## config.mk

```make
export PLATFORM = sky130hd
export DESIGN_NAME = sac_adc_ctrl
export DESIGN_NICKNAME = d
export VERILOG_FILES = /design/src/inc/sac_pkg.sv /design/src/hdl/sac_adc_ctrl.sv
export VERILOG_INCLUDE_DIRS = /design/src /design/src/inc
export SDC_FILE = /design/constraint.sdc
export NUM_CORES = 1
export LEC_CHECK = 0
export BUFFER_PORTS_ARGS = -buffer_cell sky130_fd_sc_hd__buf_2
export CAP_MARGIN = 30
export CORE_MARGIN = 2
export CORE_UTILIZATION = 53
export CTS_CLUSTER_SIZE = 8
export DETAILED_ROUTE_END_ITERATION = 12
export PLACE_DENSITY = 0.8
export RECOVER_POWER = 100
export SYNTH_ARGS = -nofsm -noshare
export SYNTH_HDL_FRONTEND = slang
export SYNTH_SLANG_ARGS = --single-unit
```

## constraint.sdc

```tcl
create_clock -name ref_clk_in -period 3 [get_ports ref_clk_in]
set_input_delay 0.15 -clock ref_clk_in [delete_from_list [all_inputs] [get_ports ref_clk_in]]
set_output_delay 0.15 -clock ref_clk_in [all_outputs]
set_load 0.01 [all_outputs]
```

## src/inc/sac_defs.svh

```systemverilog
`ifndef SAC_DEFS_SVH
`define SAC_DEFS_SVH

// Register indices; the byte address is four times the index.
`define SAC_IDX_CSR 8'h2e
`define SAC_IDX_RHI 8'h2f
`define SAC_IDX_RLO 8'h30
`define SAC_IDX_IST 8'h31
`define SAC_IDX_IMK 8'h32

// Control/status field positions.
`define SAC_B_DONE 7
`define SAC_B_DIVH 6
`define SAC_B_DIVL 5
`define SAC_B_ON   4
`define SAC_B_CHH  3

// Reset value of every register.
`define SAC_RST_VAL 8'h00

// Clock rates in MHz and the derived divide ratios.
`define SAC_CLK_MHZ 100
`define SAC_F0_MHZ  4
`define SAC_F1_MHZ  2
`define SAC_F2_MHZ  1
`define SAC_DIV0    (`SAC_CLK_MHZ / `SAC_F0_MHZ)
`define SAC_DIV1    (`SAC_CLK_MHZ / `SAC_F1_MHZ)
`define SAC_DIV2    (`SAC_CLK_MHZ / `SAC_F2_MHZ)

// Sampling length in converter clocks before the bit trials.
`define SAC_SAMPLE_CLKS 3

// First trial code and bus responses.
`define SAC_SAR_MSB  10'h200
`define SAC_RESP_OK  2'b00
`define SAC_RESP_ERR 2'b10

`endif

```

## src/inc/sac_pkg.sv

```systemverilog
package sac_pkg;

  // Converter sequencer states.
  typedef enum logic [1:0] {
    SAC_OFF,
    SAC_SAMPLE,
    SAC_BITS
  } sac_state_t;

endpackage

```

## src/hdl/sac_adc_ctrl.sv

```systemverilog
`timescale 1ns/100ps
`include "sac_defs.svh"

// Overview of operation
// - Converter on starts continuous back-to-back conversions.
// - Clearing converter on aborts and disables.
// - Done flag never rises during conversion.
// - New channel written restarts conversion immediately.
// - Completion sets done flag and interrupt.
// - Results stay unchanged until next completion.
// - Only high byte read clears done.
// - Low byte read freezes both results.
// - High read or converter off unfreezes.
// - Above reference gives high ff, low 03.
// - Below reference gives zero in both.
// - Divider select gives 4, 2, 1 MHz.
// - Four channel bits pick input 0-15.
// - High holds bits 9:2, low 1:0.
// - Done bit read-only; all reset zero.
// - Wait unaffected; halt disables converter.

module sac_adc_ctrl
  import sac_pkg::*;
#(
  parameter int ADDR_W      = 12,
  parameter int SAMPLE_CLKS = `SAC_SAMPLE_CLKS
) (
  // Clock and reset.
  input  wire logic              ref_clk_in,
  input  wire logic              rst_n_in,
  // Write address and data channels.
  input  wire logic [ADDR_W-1:0] s_axi_awaddr_in,
  input  wire logic              s_axi_awvalid_in,
  output logic                   s_axi_awready_out,
  input  wire logic [31:0]       s_axi_wdata_in,
  input  wire logic [3:0]        s_axi_wstrb_in,
  input  wire logic              s_axi_wvalid_in,
  output logic                   s_axi_wready_out,
  // Write response channel.
  output logic [1:0]             s_axi_bresp_out,
  output logic                   s_axi_bvalid_out,
  input  wire logic              s_axi_bready_in,
  // Read address and data channels.
  input  wire logic [ADDR_W-1:0] s_axi_araddr_in,
  input  wire logic              s_axi_arvalid_in,
  output logic                   s_axi_arready_out,
  output logic [31:0]            s_axi_rdata_out,
  output logic [1:0]             s_axi_rresp_out,
  output logic                   s_axi_rvalid_out,
  input  wire logic              s_axi_rready_in,
  // Analog successive approximation core.
  output logic                   adc_power_out,
  output logic                   adc_sample_out,
  output logic [3:0]             adc_channel_out,
  output logic [9:0]             adc_trial_out,
  input  wire logic              adc_cmp_in,
  // System.
  input  wire logic              halt_mode_in,
  output logic                   irq_out
);

  // ------------------------------------------------------------------
  // Declarations
  // ------------------------------------------------------------------

  logic              aw_have_ff, nxt_aw_have;
  logic              w_have_ff,  nxt_w_have;
  logic [ADDR_W-1:0] awaddr_ff,  nxt_awaddr;
  logic [7:0]        wdata_ff,   nxt_wdata;
  logic              wstb_ff,    nxt_wstb;
  logic              awready_ff, nxt_awready;
  logic              wready_ff,  nxt_wready;
  logic              bvalid_ff,  nxt_bvalid;
  logic [1:0]        bresp_ff,   nxt_bresp;
  logic              arready_ff, nxt_arready;
  logic              rvalid_ff,  nxt_rvalid;
  logic [31:0]       rdata_ff,   nxt_rdata;
  logic [1:0]        rresp_ff,   nxt_rresp;
  logic [6:0]        csr_ff,     nxt_csr;

  logic [6:0]        div_cnt_ff, nxt_div_cnt;
  logic              tick_ff,    nxt_tick;
  logic [6:0]        div_top;

  sac_state_t        st_ff,      nxt_st;
  logic [7:0]        samp_ff,    nxt_samp;
  logic [3:0]        bit_ff,     nxt_bit;
  logic [9:0]        sar_ff,     nxt_sar;
  logic              power_ff,   nxt_power;
  logic              sample_ff,  nxt_sample;
  logic [3:0]        chan_ff,    nxt_chan;
  logic              fin;
  logic [9:0]        conv_val;
  logic              run_nxt;
  logic              restart;

  logic [9:0]        res_ff,     nxt_res;
  logic              lock_ff,    nxt_lock;
  logic              done_ff,    nxt_done;
  logic              ist_ff,     nxt_ist;
  logic              imk_ff,     nxt_imk;
  logic              irq_ff,     nxt_irq;

  logic              wr_do;
  logic              wr_csr;
  logic              wr_ist;
  logic              wr_imk;
  logic              rd_go;
  logic              rd_hi;
  logic              rd_lo;
  logic              unlock;
  logic              load;
  logic [7:0]        rd_val;
  logic [7:0]        lo_val;

  // ------------------------------------------------------------------
  // Decoding helpers
  // ------------------------------------------------------------------

  // True when a byte address selects the word of a register index.
  function automatic logic hit(input logic [ADDR_W-1:0] a,
                               input logic [7:0]        idx);
    hit = (a == ADDR_W'({idx, 2'b00}));
  endfunction

  // True when a byte address selects any register of the block.
  function automatic logic mapped(input logic [ADDR_W-1:0] a);
    mapped = hit(a, `SAC_IDX_CSR) || hit(a, `SAC_IDX_RHI) ||
             hit(a, `SAC_IDX_RLO) || hit(a, `SAC_IDX_IST) ||
             hit(a, `SAC_IDX_IMK);
  endfunction

  // Clock divide ratio for a divider select code.
  function automatic logic [6:0] div_len(input logic [1:0] sel);
    unique case (sel)
      2'b00:   div_len = 7'(`SAC_DIV0);
      2'b01:   div_len = 7'(`SAC_DIV1);
      default: div_len = 7'(`SAC_DIV2);
    endcase
  endfunction

  // ------------------------------------------------------------------
  // Register bus
  // ------------------------------------------------------------------

  // Access strobes derived from the held write and the read handshake.
  assign wr_do  = aw_have_ff && w_have_ff && !bvalid_ff;
  assign wr_csr = wr_do && wstb_ff && hit(awaddr_ff, `SAC_IDX_CSR);
  assign wr_ist = wr_do && wstb_ff && hit(awaddr_ff, `SAC_IDX_IST);
  assign wr_imk = wr_do && wstb_ff && hit(awaddr_ff, `SAC_IDX_IMK);
  assign rd_go  = s_axi_arvalid_in && arready_ff;
  assign rd_hi  = rd_go && hit(s_axi_araddr_in, `SAC_IDX_RHI);
  assign rd_lo  = rd_go && hit(s_axi_araddr_in, `SAC_IDX_RLO);
  assign lo_val = {6'h00, res_ff[1:0]};

  // Read data selection; reserved and unmapped bits read zero.
  always_comb begin
    rd_val = 8'h00;
    if (hit(s_axi_araddr_in, `SAC_IDX_CSR)) begin
      rd_val = {done_ff, csr_ff};
    end else if (hit(s_axi_araddr_in, `SAC_IDX_RHI)) begin
      rd_val = res_ff[9:2];
    end else if (hit(s_axi_araddr_in, `SAC_IDX_RLO)) begin
      rd_val = lo_val;
    end else if (hit(s_axi_araddr_in, `SAC_IDX_IST)) begin
      rd_val = {7'h00, ist_ff};
    end else if (hit(s_axi_araddr_in, `SAC_IDX_IMK)) begin
      rd_val = {7'h00, imk_ff};
    end
  end

  // Next state of the bus slave and the control register.
  always_comb begin
    nxt_aw_have = aw_have_ff;
    nxt_w_have  = w_have_ff;
    nxt_awaddr  = awaddr_ff;
    nxt_wdata   = wdata_ff;
    nxt_wstb    = wstb_ff;
    nxt_bvalid  = bvalid_ff;
    nxt_bresp   = bresp_ff;
    nxt_rvalid  = rvalid_ff;
    nxt_rdata   = rdata_ff;
    nxt_rresp   = rresp_ff;
    nxt_csr     = csr_ff;
    if (s_axi_awvalid_in && awready_ff) begin
      nxt_aw_have = 1'b1;
      nxt_awaddr  = s_axi_awaddr_in;
    end
    if (s_axi_wvalid_in && wready_ff) begin
      nxt_w_have = 1'b1;
      nxt_wdata  = s_axi_wdata_in[7:0];
      nxt_wstb   = s_axi_wstrb_in[0];
    end
    if (wr_do) begin
      nxt_aw_have = 1'b0;
      nxt_w_have  = 1'b0;
      nxt_bvalid  = 1'b1;
      nxt_bresp   = mapped(awaddr_ff) ? `SAC_RESP_OK : `SAC_RESP_ERR;
    end
    if (wr_csr) begin
      nxt_csr = wdata_ff[6:0];
    end
    if (bvalid_ff && s_axi_bready_in) begin
      nxt_bvalid = 1'b0;
    end
    nxt_awready = !nxt_aw_have && !nxt_bvalid;
    nxt_wready  = !nxt_w_have && !nxt_bvalid;
    if (rd_go) begin
      nxt_rvalid = 1'b1;
      nxt_rdata  = {24'h000000, rd_val};
      nxt_rresp  = mapped(s_axi_araddr_in) ? `SAC_RESP_OK
                                           : `SAC_RESP_ERR;
    end
    if (rvalid_ff && s_axi_rready_in) begin
      nxt_rvalid = 1'b0;
    end
    nxt_arready = !nxt_rvalid;
  end

  // Bus slave and control register storage.
  always_ff @(posedge ref_clk_in or negedge rst_n_in) begin
    if (!rst_n_in) begin
      aw_have_ff <= 1'b0;
      w_have_ff  <= 1'b0;
      awaddr_ff  <= '0;
      wdata_ff   <= 8'h00;
      wstb_ff    <= 1'b0;
      awready_ff <= 1'b0;
      wready_ff  <= 1'b0;
      bvalid_ff  <= 1'b0;
      bresp_ff   <= `SAC_RESP_OK;
      arready_ff <= 1'b0;
      rvalid_ff  <= 1'b0;
      rdata_ff   <= 32'h00000000;
      rresp_ff   <= `SAC_RESP_OK;
      csr_ff     <= 7'(`SAC_RST_VAL);
    end else begin
      aw_have_ff <= nxt_aw_have;
      w_have_ff  <= nxt_w_have;
      awaddr_ff  <= nxt_awaddr;
      wdata_ff   <= nxt_wdata;
      wstb_ff    <= nxt_wstb;
      awready_ff <= nxt_awready;
      wready_ff  <= nxt_wready;
      bvalid_ff  <= nxt_bvalid;
      bresp_ff   <= nxt_bresp;
      arready_ff <= nxt_arready;
      rvalid_ff  <= nxt_rvalid;
      rdata_ff   <= nxt_rdata;
      rresp_ff   <= nxt_rresp;
      csr_ff     <= nxt_csr;
    end
  end

  // ------------------------------------------------------------------
  // Converter clock divider
  // ------------------------------------------------------------------

  // Last count of the divider for the selected rate.
  assign div_top = div_len(csr_ff[`SAC_B_DIVH:`SAC_B_DIVL]) - 7'd1;

  // One-cycle enable at the selected converter rate.
  always_comb begin
    nxt_tick    = 1'b0;
    nxt_div_cnt = div_cnt_ff + 7'd1;
    if (div_cnt_ff >= div_top) begin
      nxt_tick    = 1'b1;
      nxt_div_cnt = 7'd0;
    end
  end

  // Divider storage.
  always_ff @(posedge ref_clk_in or negedge rst_n_in) begin
    if (!rst_n_in) begin
      div_cnt_ff <= 7'd0;
      tick_ff    <= 1'b0;
    end else begin
      div_cnt_ff <= nxt_div_cnt;
      tick_ff    <= nxt_tick;
    end
  end

  // ------------------------------------------------------------------
  // Conversion sequencer
  // ------------------------------------------------------------------

  // Run only while switched on and not halted; restart on a new channel.
  assign run_nxt = nxt_csr[`SAC_B_ON] && !halt_mode_in;
  assign restart = run_nxt &&
                   (st_ff == SAC_OFF ||
                    nxt_csr[`SAC_B_CHH:0] != csr_ff[`SAC_B_CHH:0]);

  // Sampling, then one bit trial per converter clock from the top bit.
  always_comb begin
    logic [9:0] b;
    b        = sar_ff;
    nxt_st   = st_ff;
    nxt_samp = samp_ff;
    nxt_bit  = bit_ff;
    nxt_sar  = sar_ff;
    fin      = 1'b0;
    conv_val = sar_ff;
    if (!run_nxt) begin
      nxt_st = SAC_OFF;
    end else if (restart) begin
      nxt_st   = SAC_SAMPLE;
      nxt_samp = 8'd0;
    end else if (tick_ff) begin
      unique case (st_ff)
        SAC_OFF: begin
          nxt_st = SAC_OFF;
        end
        SAC_SAMPLE: begin
          if (samp_ff >= 8'(SAMPLE_CLKS - 1)) begin
            nxt_st  = SAC_BITS;
            nxt_sar = `SAC_SAR_MSB;
            nxt_bit = 4'd9;
          end else begin
            nxt_samp = samp_ff + 8'd1;
          end
        end
        SAC_BITS: begin
          // A missing compare drops the trial bit, so a low input
          // ends at zero and a high input at all ones.
          if (!adc_cmp_in) begin
            b[bit_ff] = 1'b0;
          end
          if (bit_ff == 4'd0) begin
            fin      = 1'b1;
            conv_val = b;
            nxt_st   = SAC_SAMPLE;
            nxt_samp = 8'd0;
          end else begin
            b[bit_ff - 4'd1] = 1'b1;
            nxt_bit = bit_ff - 4'd1;
          end
          nxt_sar = b;
        end
      endcase
    end
    nxt_power  = (nxt_st != SAC_OFF);
    nxt_sample = (nxt_st == SAC_SAMPLE);
    nxt_chan   = nxt_csr[`SAC_B_CHH:0];
  end

  // Sequencer storage.
  always_ff @(posedge ref_clk_in or negedge rst_n_in) begin
    if (!rst_n_in) begin
      st_ff     <= SAC_OFF;
      samp_ff   <= 8'd0;
      bit_ff    <= 4'd0;
      sar_ff    <= 10'h000;
      power_ff  <= 1'b0;
      sample_ff <= 1'b0;
      chan_ff   <= 4'h0;
    end else begin
      st_ff     <= nxt_st;
      samp_ff   <= nxt_samp;
      bit_ff    <= nxt_bit;
      sar_ff    <= nxt_sar;
      power_ff  <= nxt_power;
      sample_ff <= nxt_sample;
      chan_ff   <= nxt_chan;
    end
  end

  // ------------------------------------------------------------------
  // Results, done flag and interrupt
  // ------------------------------------------------------------------

  // A low byte read locks; a high read or switching off unlocks.
  assign unlock = rd_hi || !nxt_csr[`SAC_B_ON];
  assign load   = fin && (!lock_ff || unlock) && !rd_lo;

  // Flags: a completion in the clearing cycle wins over the clear.
  always_comb begin
    nxt_res  = load ? conv_val : res_ff;
    nxt_lock = lock_ff;
    if (rd_lo) begin
      nxt_lock = 1'b1;
    end else if (unlock) begin
      nxt_lock = 1'b0;
    end
    nxt_done = done_ff;
    if (fin) begin
      nxt_done = 1'b1;
    end else if (rd_hi) begin
      nxt_done = 1'b0;
    end
    nxt_ist = ist_ff;
    if (fin) begin
      nxt_ist = 1'b1;
    end else if (wr_ist && wdata_ff[0]) begin
      nxt_ist = 1'b0;
    end
    nxt_imk = wr_imk ? wdata_ff[0] : imk_ff;
    nxt_irq = nxt_ist && nxt_imk;
  end

  // Result and flag storage.
  always_ff @(posedge ref_clk_in or negedge rst_n_in) begin
    if (!rst_n_in) begin
      res_ff  <= 10'h000;
      lock_ff <= 1'b0;
      done_ff <= 1'b0;
      ist_ff  <= 1'b0;
      imk_ff  <= 1'b0;
      irq_ff  <= 1'b0;
    end else begin
      res_ff  <= nxt_res;
      lock_ff <= nxt_lock;
      done_ff <= nxt_done;
      ist_ff  <= nxt_ist;
      imk_ff  <= nxt_imk;
      irq_ff  <= nxt_irq;
    end
  end

  // ------------------------------------------------------------------
  // Outputs
  // ------------------------------------------------------------------

  // Every output is a register.
  assign s_axi_awready_out = awready_ff;
  assign s_axi_wready_out  = wready_ff;
  assign s_axi_bresp_out   = bresp_ff;
  assign s_axi_bvalid_out  = bvalid_ff;
  assign s_axi_arready_out = arready_ff;
  assign s_axi_rdata_out   = rdata_ff;
  assign s_axi_rresp_out   = rresp_ff;
  assign s_axi_rvalid_out  = rvalid_ff;
  assign adc_power_out     = power_ff;
  assign adc_sample_out    = sample_ff;
  assign adc_channel_out   = chan_ff;
  assign adc_trial_out     = sar_ff;
  assign irq_out           = irq_ff;
endmodule

```

After elaboration in Yosys (flattened, before gate mapping)
Index checks and enable logic that the tools add are counted.
{ "word_totals": {"output_inout_bits": 58, "elab_cells": 180, "register_bits": 99, "inputBits": 69} }
{ "classes": {"eq_ne": 19, "bitwise": 4, "magnitude_cmp": 6, "add_sub_neg": 4, "n_mux": 62, "n_reduce_logical": 55} }
{ "ops": {"columns": ["cell", "count"], "rows": [
  ["12-bit by 8-bit == test with 1-bit output (second input constant)", 10],
  ["10-bit two-way mux", 12],
  ["8-bit two-way mux", 6],
  ["1-bit two-way mux", 25],
  ["1-bit logical AND", 23],
  ["10-bit case mux with 2 select lines", 1],
  ["2-bit two-way mux", 8],
  ["8-bit case mux with 2 select lines", 1],
  ["7-bit case mux with 2 select lines", 1],
  ["1-bit logical OR", 11],
  ["10-bit AND", 1],
  ["4-bit by 5-bit < comparator with 1-bit output (second input constant)", 2],
  ["10-bit inverter", 1],
  ["10-bit OR", 1],
  ["5-bit AND reduction", 2],
  ["2-bit nonzero test", 5],
  ["1-bit zero test", 9],
  ["8-bit by 1-bit adder with 8-bit output (second input constant)", 1],
  ["1-bit demux with 4-bit select", 2],
  ["4-bit by 1-bit greater-or-equal comparator with 1-bit output (second input constant)", 2],
  ["8-bit by 2-bit greater-or-equal comparator with 1-bit output (second input constant)", 1],
  ["4-bit two-way mux", 2],
  ["4-bit case mux with 2 select lines", 1],
  ["7-bit by 1-bit adder with 7-bit output (second input constant)", 1],
  ["16 further kinds", 21]
]} }

Depth between registers and ports, before layout
{ "depth": {"depth_word": 16, "depth_mapped": 9, "mapped_depth_nobuf": 8} }

Worst setup path after synthesis
Ideal clock, no wire load.
{ "synth_path": {"path_kind": "register -> register", "start": "register awaddr_ff[10]", "end": "register res_ff[4]", "t_arrival_ps": 2401, "required_time_ps": 2872, "path_buffers": 2, "setup_ps": 128, "setup_slack_ps": 471, "period_less_slack_ps": 2529, "stages_incl_launch_ff": 8, "cell_sequence": "dfrtp_1 or4b_4 nor4_4 buf_2 mux2i_1 or3b_1 buf_2 mux2_1"} }
{ "synth_between": {"elab_chain_cells": 10, "elab_cells_between_ends": 16, "classes_between": "eq/ne: 2; mux: 5; reduce/logical: 9"} }
{ "synth_lines": {"columns": ["item", "line_no", "source"], "rows": [
  ["from (decl)", "sac_adc_ctrl.sv:68", "logic [ADDR_W-1:0] awaddr_ff, nxt_awaddr;"],
  ["from (signal assigned)", "sac_adc_ctrl.sv:240", "awaddr_ff <= nxt_awaddr;"],
  ["12-bit by 8-bit == test with 1-bit output (*)", "sac_adc_ctrl.sv:123", "hit = (a == ADDR_W'({idx, 2'b00}));"],
  ["1-bit logical AND (*)", "sac_adc_ctrl.sv:148", "assign wr_csr = wr_do && wstb_ff && hit(awaddr_ff, `SAC_IDX_CSR);"],
  ["5-bit two-way mux (*)", "sac_adc_ctrl.sv:200", "if (wr_csr) begin"],
  ["4-bit != test", "sac_adc_ctrl.sv:291", "nxt_csr[`SAC_B_CHH:0] != csr_ff[`SAC_B_CHH:0]);"],
  ["1-bit logical OR", "sac_adc_ctrl.sv:290", "(st_ff == SAC_OFF ||"],
  ["1-bit logical AND", "sac_adc_ctrl.sv:289", "assign restart = run_nxt &&"],
  ["1-bit two-way mux", "sac_adc_ctrl.sv:305", "end else if (restart) begin"],
  ["1-bit two-way mux", "sac_adc_ctrl.sv:303", "if (!run_nxt) begin"],
  ["1-bit logical AND (2 in series)", "sac_adc_ctrl.sv:373", "assign load = fin && (!lock_ff || unlock) && !rd_lo;"],
  ["to (signal assigned)", "sac_adc_ctrl.sv:410", "res_ff <= nxt_res;"],
  ["to (decl)", "sac_adc_ctrl.sv:97", "logic [9:0] res_ff, nxt_res;"]
]} }
Every way passes the cells marked *; elsewhere a longest branch is shown, timed or not.
A chain may end at the register's enable or synchronous reset.

Worst setup path after layout
{ "layout_path": {"start": "register awaddr_ff[10]", "end": "register res_ff[5]"} }
The elaborated chain is that of the path after synthesis.

==> impl_metrics.ini <==
[logic_synthesis]
yosysTopAreaCell = dfrtp_1
syn_area_sq_um = 4760
synth_edf_count = 0
synth.yosys.seq_area_share = 0.489
synth_common_cells = dfrtp_1, nand2_1, buf_4
syn_avg_cell_area_sq_um = 10.5
synthTopCellsByArea = dfrtp_1, mux2_2, ha_1
ys.flop_type = dfrtp_1
synth_seq_cells = 93
synth_cell_types = 59
synthCells = 455
yosysMostFrequentCell = dfrtp_1
yosys_warnings = 0
synth_top_area_share = 0.489
async_reset_ff_frac = 1.00

[worst_setup_path]
r2r_cells = 6
crit_fanout = 10
worstPathCellList = or4b_4 -> nor4_4 -> buf_4 -> mux2i_1 -> or3b_1 -> mux2_1
max_stage_delay_ns = 0.58
critPathKind = reg2reg
critPathBufInv = 1
cp.required_ns = 3.23
slowest_stage = or4b_4
arrival_ns = 3.04
cp_top_family = simple AND/OR/NAND/NOR gates
worstSetupStartpointType = flop
cp.depth = 6
worst_setup_path_end_kind = flop

[clock_tree]
cts_tree = yes
ctsResizeCount = 0
post-cts-setup-buffers = 0
clkLatencyLatePin_ns = 0.35
clock-sinks = 93
root_buffer = clkbuf_8
cts_buffers = 9
ctsHtreeMaxLevel = 3
cts.clk_slew.worst_paths_ns = 0.10
max-clock-path-buffers = 2

[timing]
slew_violations = 0
finalHoldViolCount = 0
timing.fmax_ghz = 0.357
slew_headroom = 0.270
setup_viol = 0
worst_clock_skew_ns = 0.0112
worst_pin_slew_ns = 1.10
rsz0062_at_grt = false
tns_ns = 0
finalCriticalPeriod_ns = 2.80
post-route-period-util = 0.934
setup_ws_ns = 0.198
whs_ns = 0.0183

[placement]
gp_congestion = 0.898
hpwl_um = 7330
pre_cts_ws_ns = 0.239
portBuffers = 72

[outcome]
status = finished, final reports clean

[final_layout]
diodes = 0
finalNetCount = 618
area_growth_pct = 10.8
drive_gt1_frac = 0.174
n_fill_cell = 745

[pwr]
peakVddDrop_uv = 351
swShare = 0.305
p_sw_w = 0.000965
seq_power_share = 0.534
clkPwrFrac = 0.262
p_int_w = 0.00220
p_leak_nw = 2.49
combPwrFrac = 0.203
powerDensity_nw_per_um2 = 600

[routing]
via_per_inst = 5.49
wire_per_inst_um = 15.0
drt-initial-drc-count = 134
ant_nets = 0
routed-via-count = 3523
drc = 0
wl_um = 9630
dr.pass1.iters = 4

[hold_path]
hold_depth = 2
worst_hold_path_type = in2reg

[floorplanning]
io_pins = 127
die_y_um = 98.7
start_util = 0.545
die-area_sq_um = 9750
chipWidth_um = 98.7
num_rows = 34
core_sq_um = 8720

[global_route]
grt_use_total = 0.206
grt_pass1_wl_um = 16200
gr-total-overflow = 0
grt_max_degree = 46
grt_pass1_vias = 3491
antenna_found_initial = 0

[run]
max_cap_viol_count = 0
final timing paths:
check	from	endpoint	slack (ns)
max reg2reg	awaddr_ff[10]	res_ff[5]	0.20
min in group asynchronous	rst_n_in	s_axi_rdata_out[4]	0.53
max in group asynchronous	rst_n_in	awaddr_ff[11]	0.92
max	awaddr_ff[10]	res_ff[5]	0.20
min	s_axi_wstrb_in[0]	wstb_ff	0.02
min reg2reg	s_axi_rdata_out[3]	s_axi_rdata_out[3]	0.49
registers in the layout (all words and copies together), names as in the netlist, 2 cells and up:
register         flops
awaddr_ff           12
st_ff                2
s_axi_rdata_out      8
wdata_ff             7
adc_channel_out      3
res_ff              10
samp_ff              8
div_cnt_ff           7
adc_trial_out       10
csr_ff               4
bit_ff               4
placed cells by master, fill, tap and decap left out, types with 4 or more instances in the layout:
cell      Yosys  routed
dfrtp_1      93      93
nand2_1      57      57
clkbuf_1     10      38
buf_2         3      38
o21ai_0      20      27
mux2_2       28      27
conb_1        1      26
ha_1         20      20
inv_1        19      19
nor2_1       15      16
a21oi_1      11      12
nor2b_1      12      12
clkbuf_8      0       9
nand3_1       8       8
mux2i_1       7       7
xor2_1        6       6
nor3_1        6       6
a22oi_1       6       6
o21ai_1      13       6
a21boi_0      5       5
nand2b_1      5       5
nor4_1        4       4
a21o_1        4       4
xnor2_1       4       4
nand4_1       4       4
a22o_1        4       4
cell families after synthesis:
group / after synthesis / share of synthesized area
AO/OA/AOI/OAI: 87 / 0.118
XOR/XNOR: 10 / 0.0184
adder cells (fa/ha/maj): 20 / 0.0526
buffers and inverters: 65 / 0.0789
flip-flops: 93 / 0.489
multiplexers: 37 / 0.0857
other: 1 / 0.000788
AND/OR/NAND/NOR: 142 / 0.156
stage by stage:
step	power, W	util	instances	area [sq um]
2_1_floorplan	0.00215	-	480	4850
4_1_cts	0.00320	0.612	642	5340
3_5_place_dp	0.00236	0.586	623	5110
6_report	0.00316	0.604	642	5270
5_1_grt	0.00335	0.604	642	5270
3_3_place_gp	0.00231	0.586	623	5110
power groups by stage:
stage	registers [W]	clock network, W	logic [W]
5_1_grt	0.00172	0.000913	0.000721
2_1_floorplan	0.00167	0	0.000486
4_1_cts	0.00169	0.000849	0.000662
3_5_place_dp	0.00171	0	0.000654
3_3_place_gp	0.00168	0	0.000625
6_report	0.00169	0.000830	0.000643
worst register-to-register path: stages (launching register included):
cell and delay, ns:
dfrtp_1 0.41, or4b_4 0.58, nor4_4 0.28, buf_4 0.23
mux2i_1 0.23, or3b_1 0.57, mux2_1 0.38
cell type report:
type / instances / area (sq um) / share of cell area
inverters: 19 / 71.3 / 0.0135
repair buffers: 84 / 397 / 0.0752
multi-input cells: 322 / 2140 / 0.406
clock buffers: 10 / 128 / 0.0242
clock inverters: 6 / 71.3 / 0.0135
flip-flops and latches: 93 / 2330 / 0.441
well taps: 108 / 135 / 0.0256
timing repair:
action,CTS,global route
endpoints found under the hold margin,45,0
hold buffers,3,0
endpoints found under the setup margin,0,0
per-layer routing:
| metal | share of wire | vias up | wire [um] | global-route usage |
|---|---|---|---|---|
| li1 | - | 1677 | - | - |
| met1 | 0.43 | 1703 | 4120 | 0.277 |
| met2 | 0.50 | 124 | 4770 | 0.341 |
| met3 | 0.055 | 19 | 534 | 0.0333 |
| met4 | 0.021 | 0 | 206 | 0.0717 |
| met5 | 0 | - | 0 | 0 |
Power figures use the tool's default switching activity.
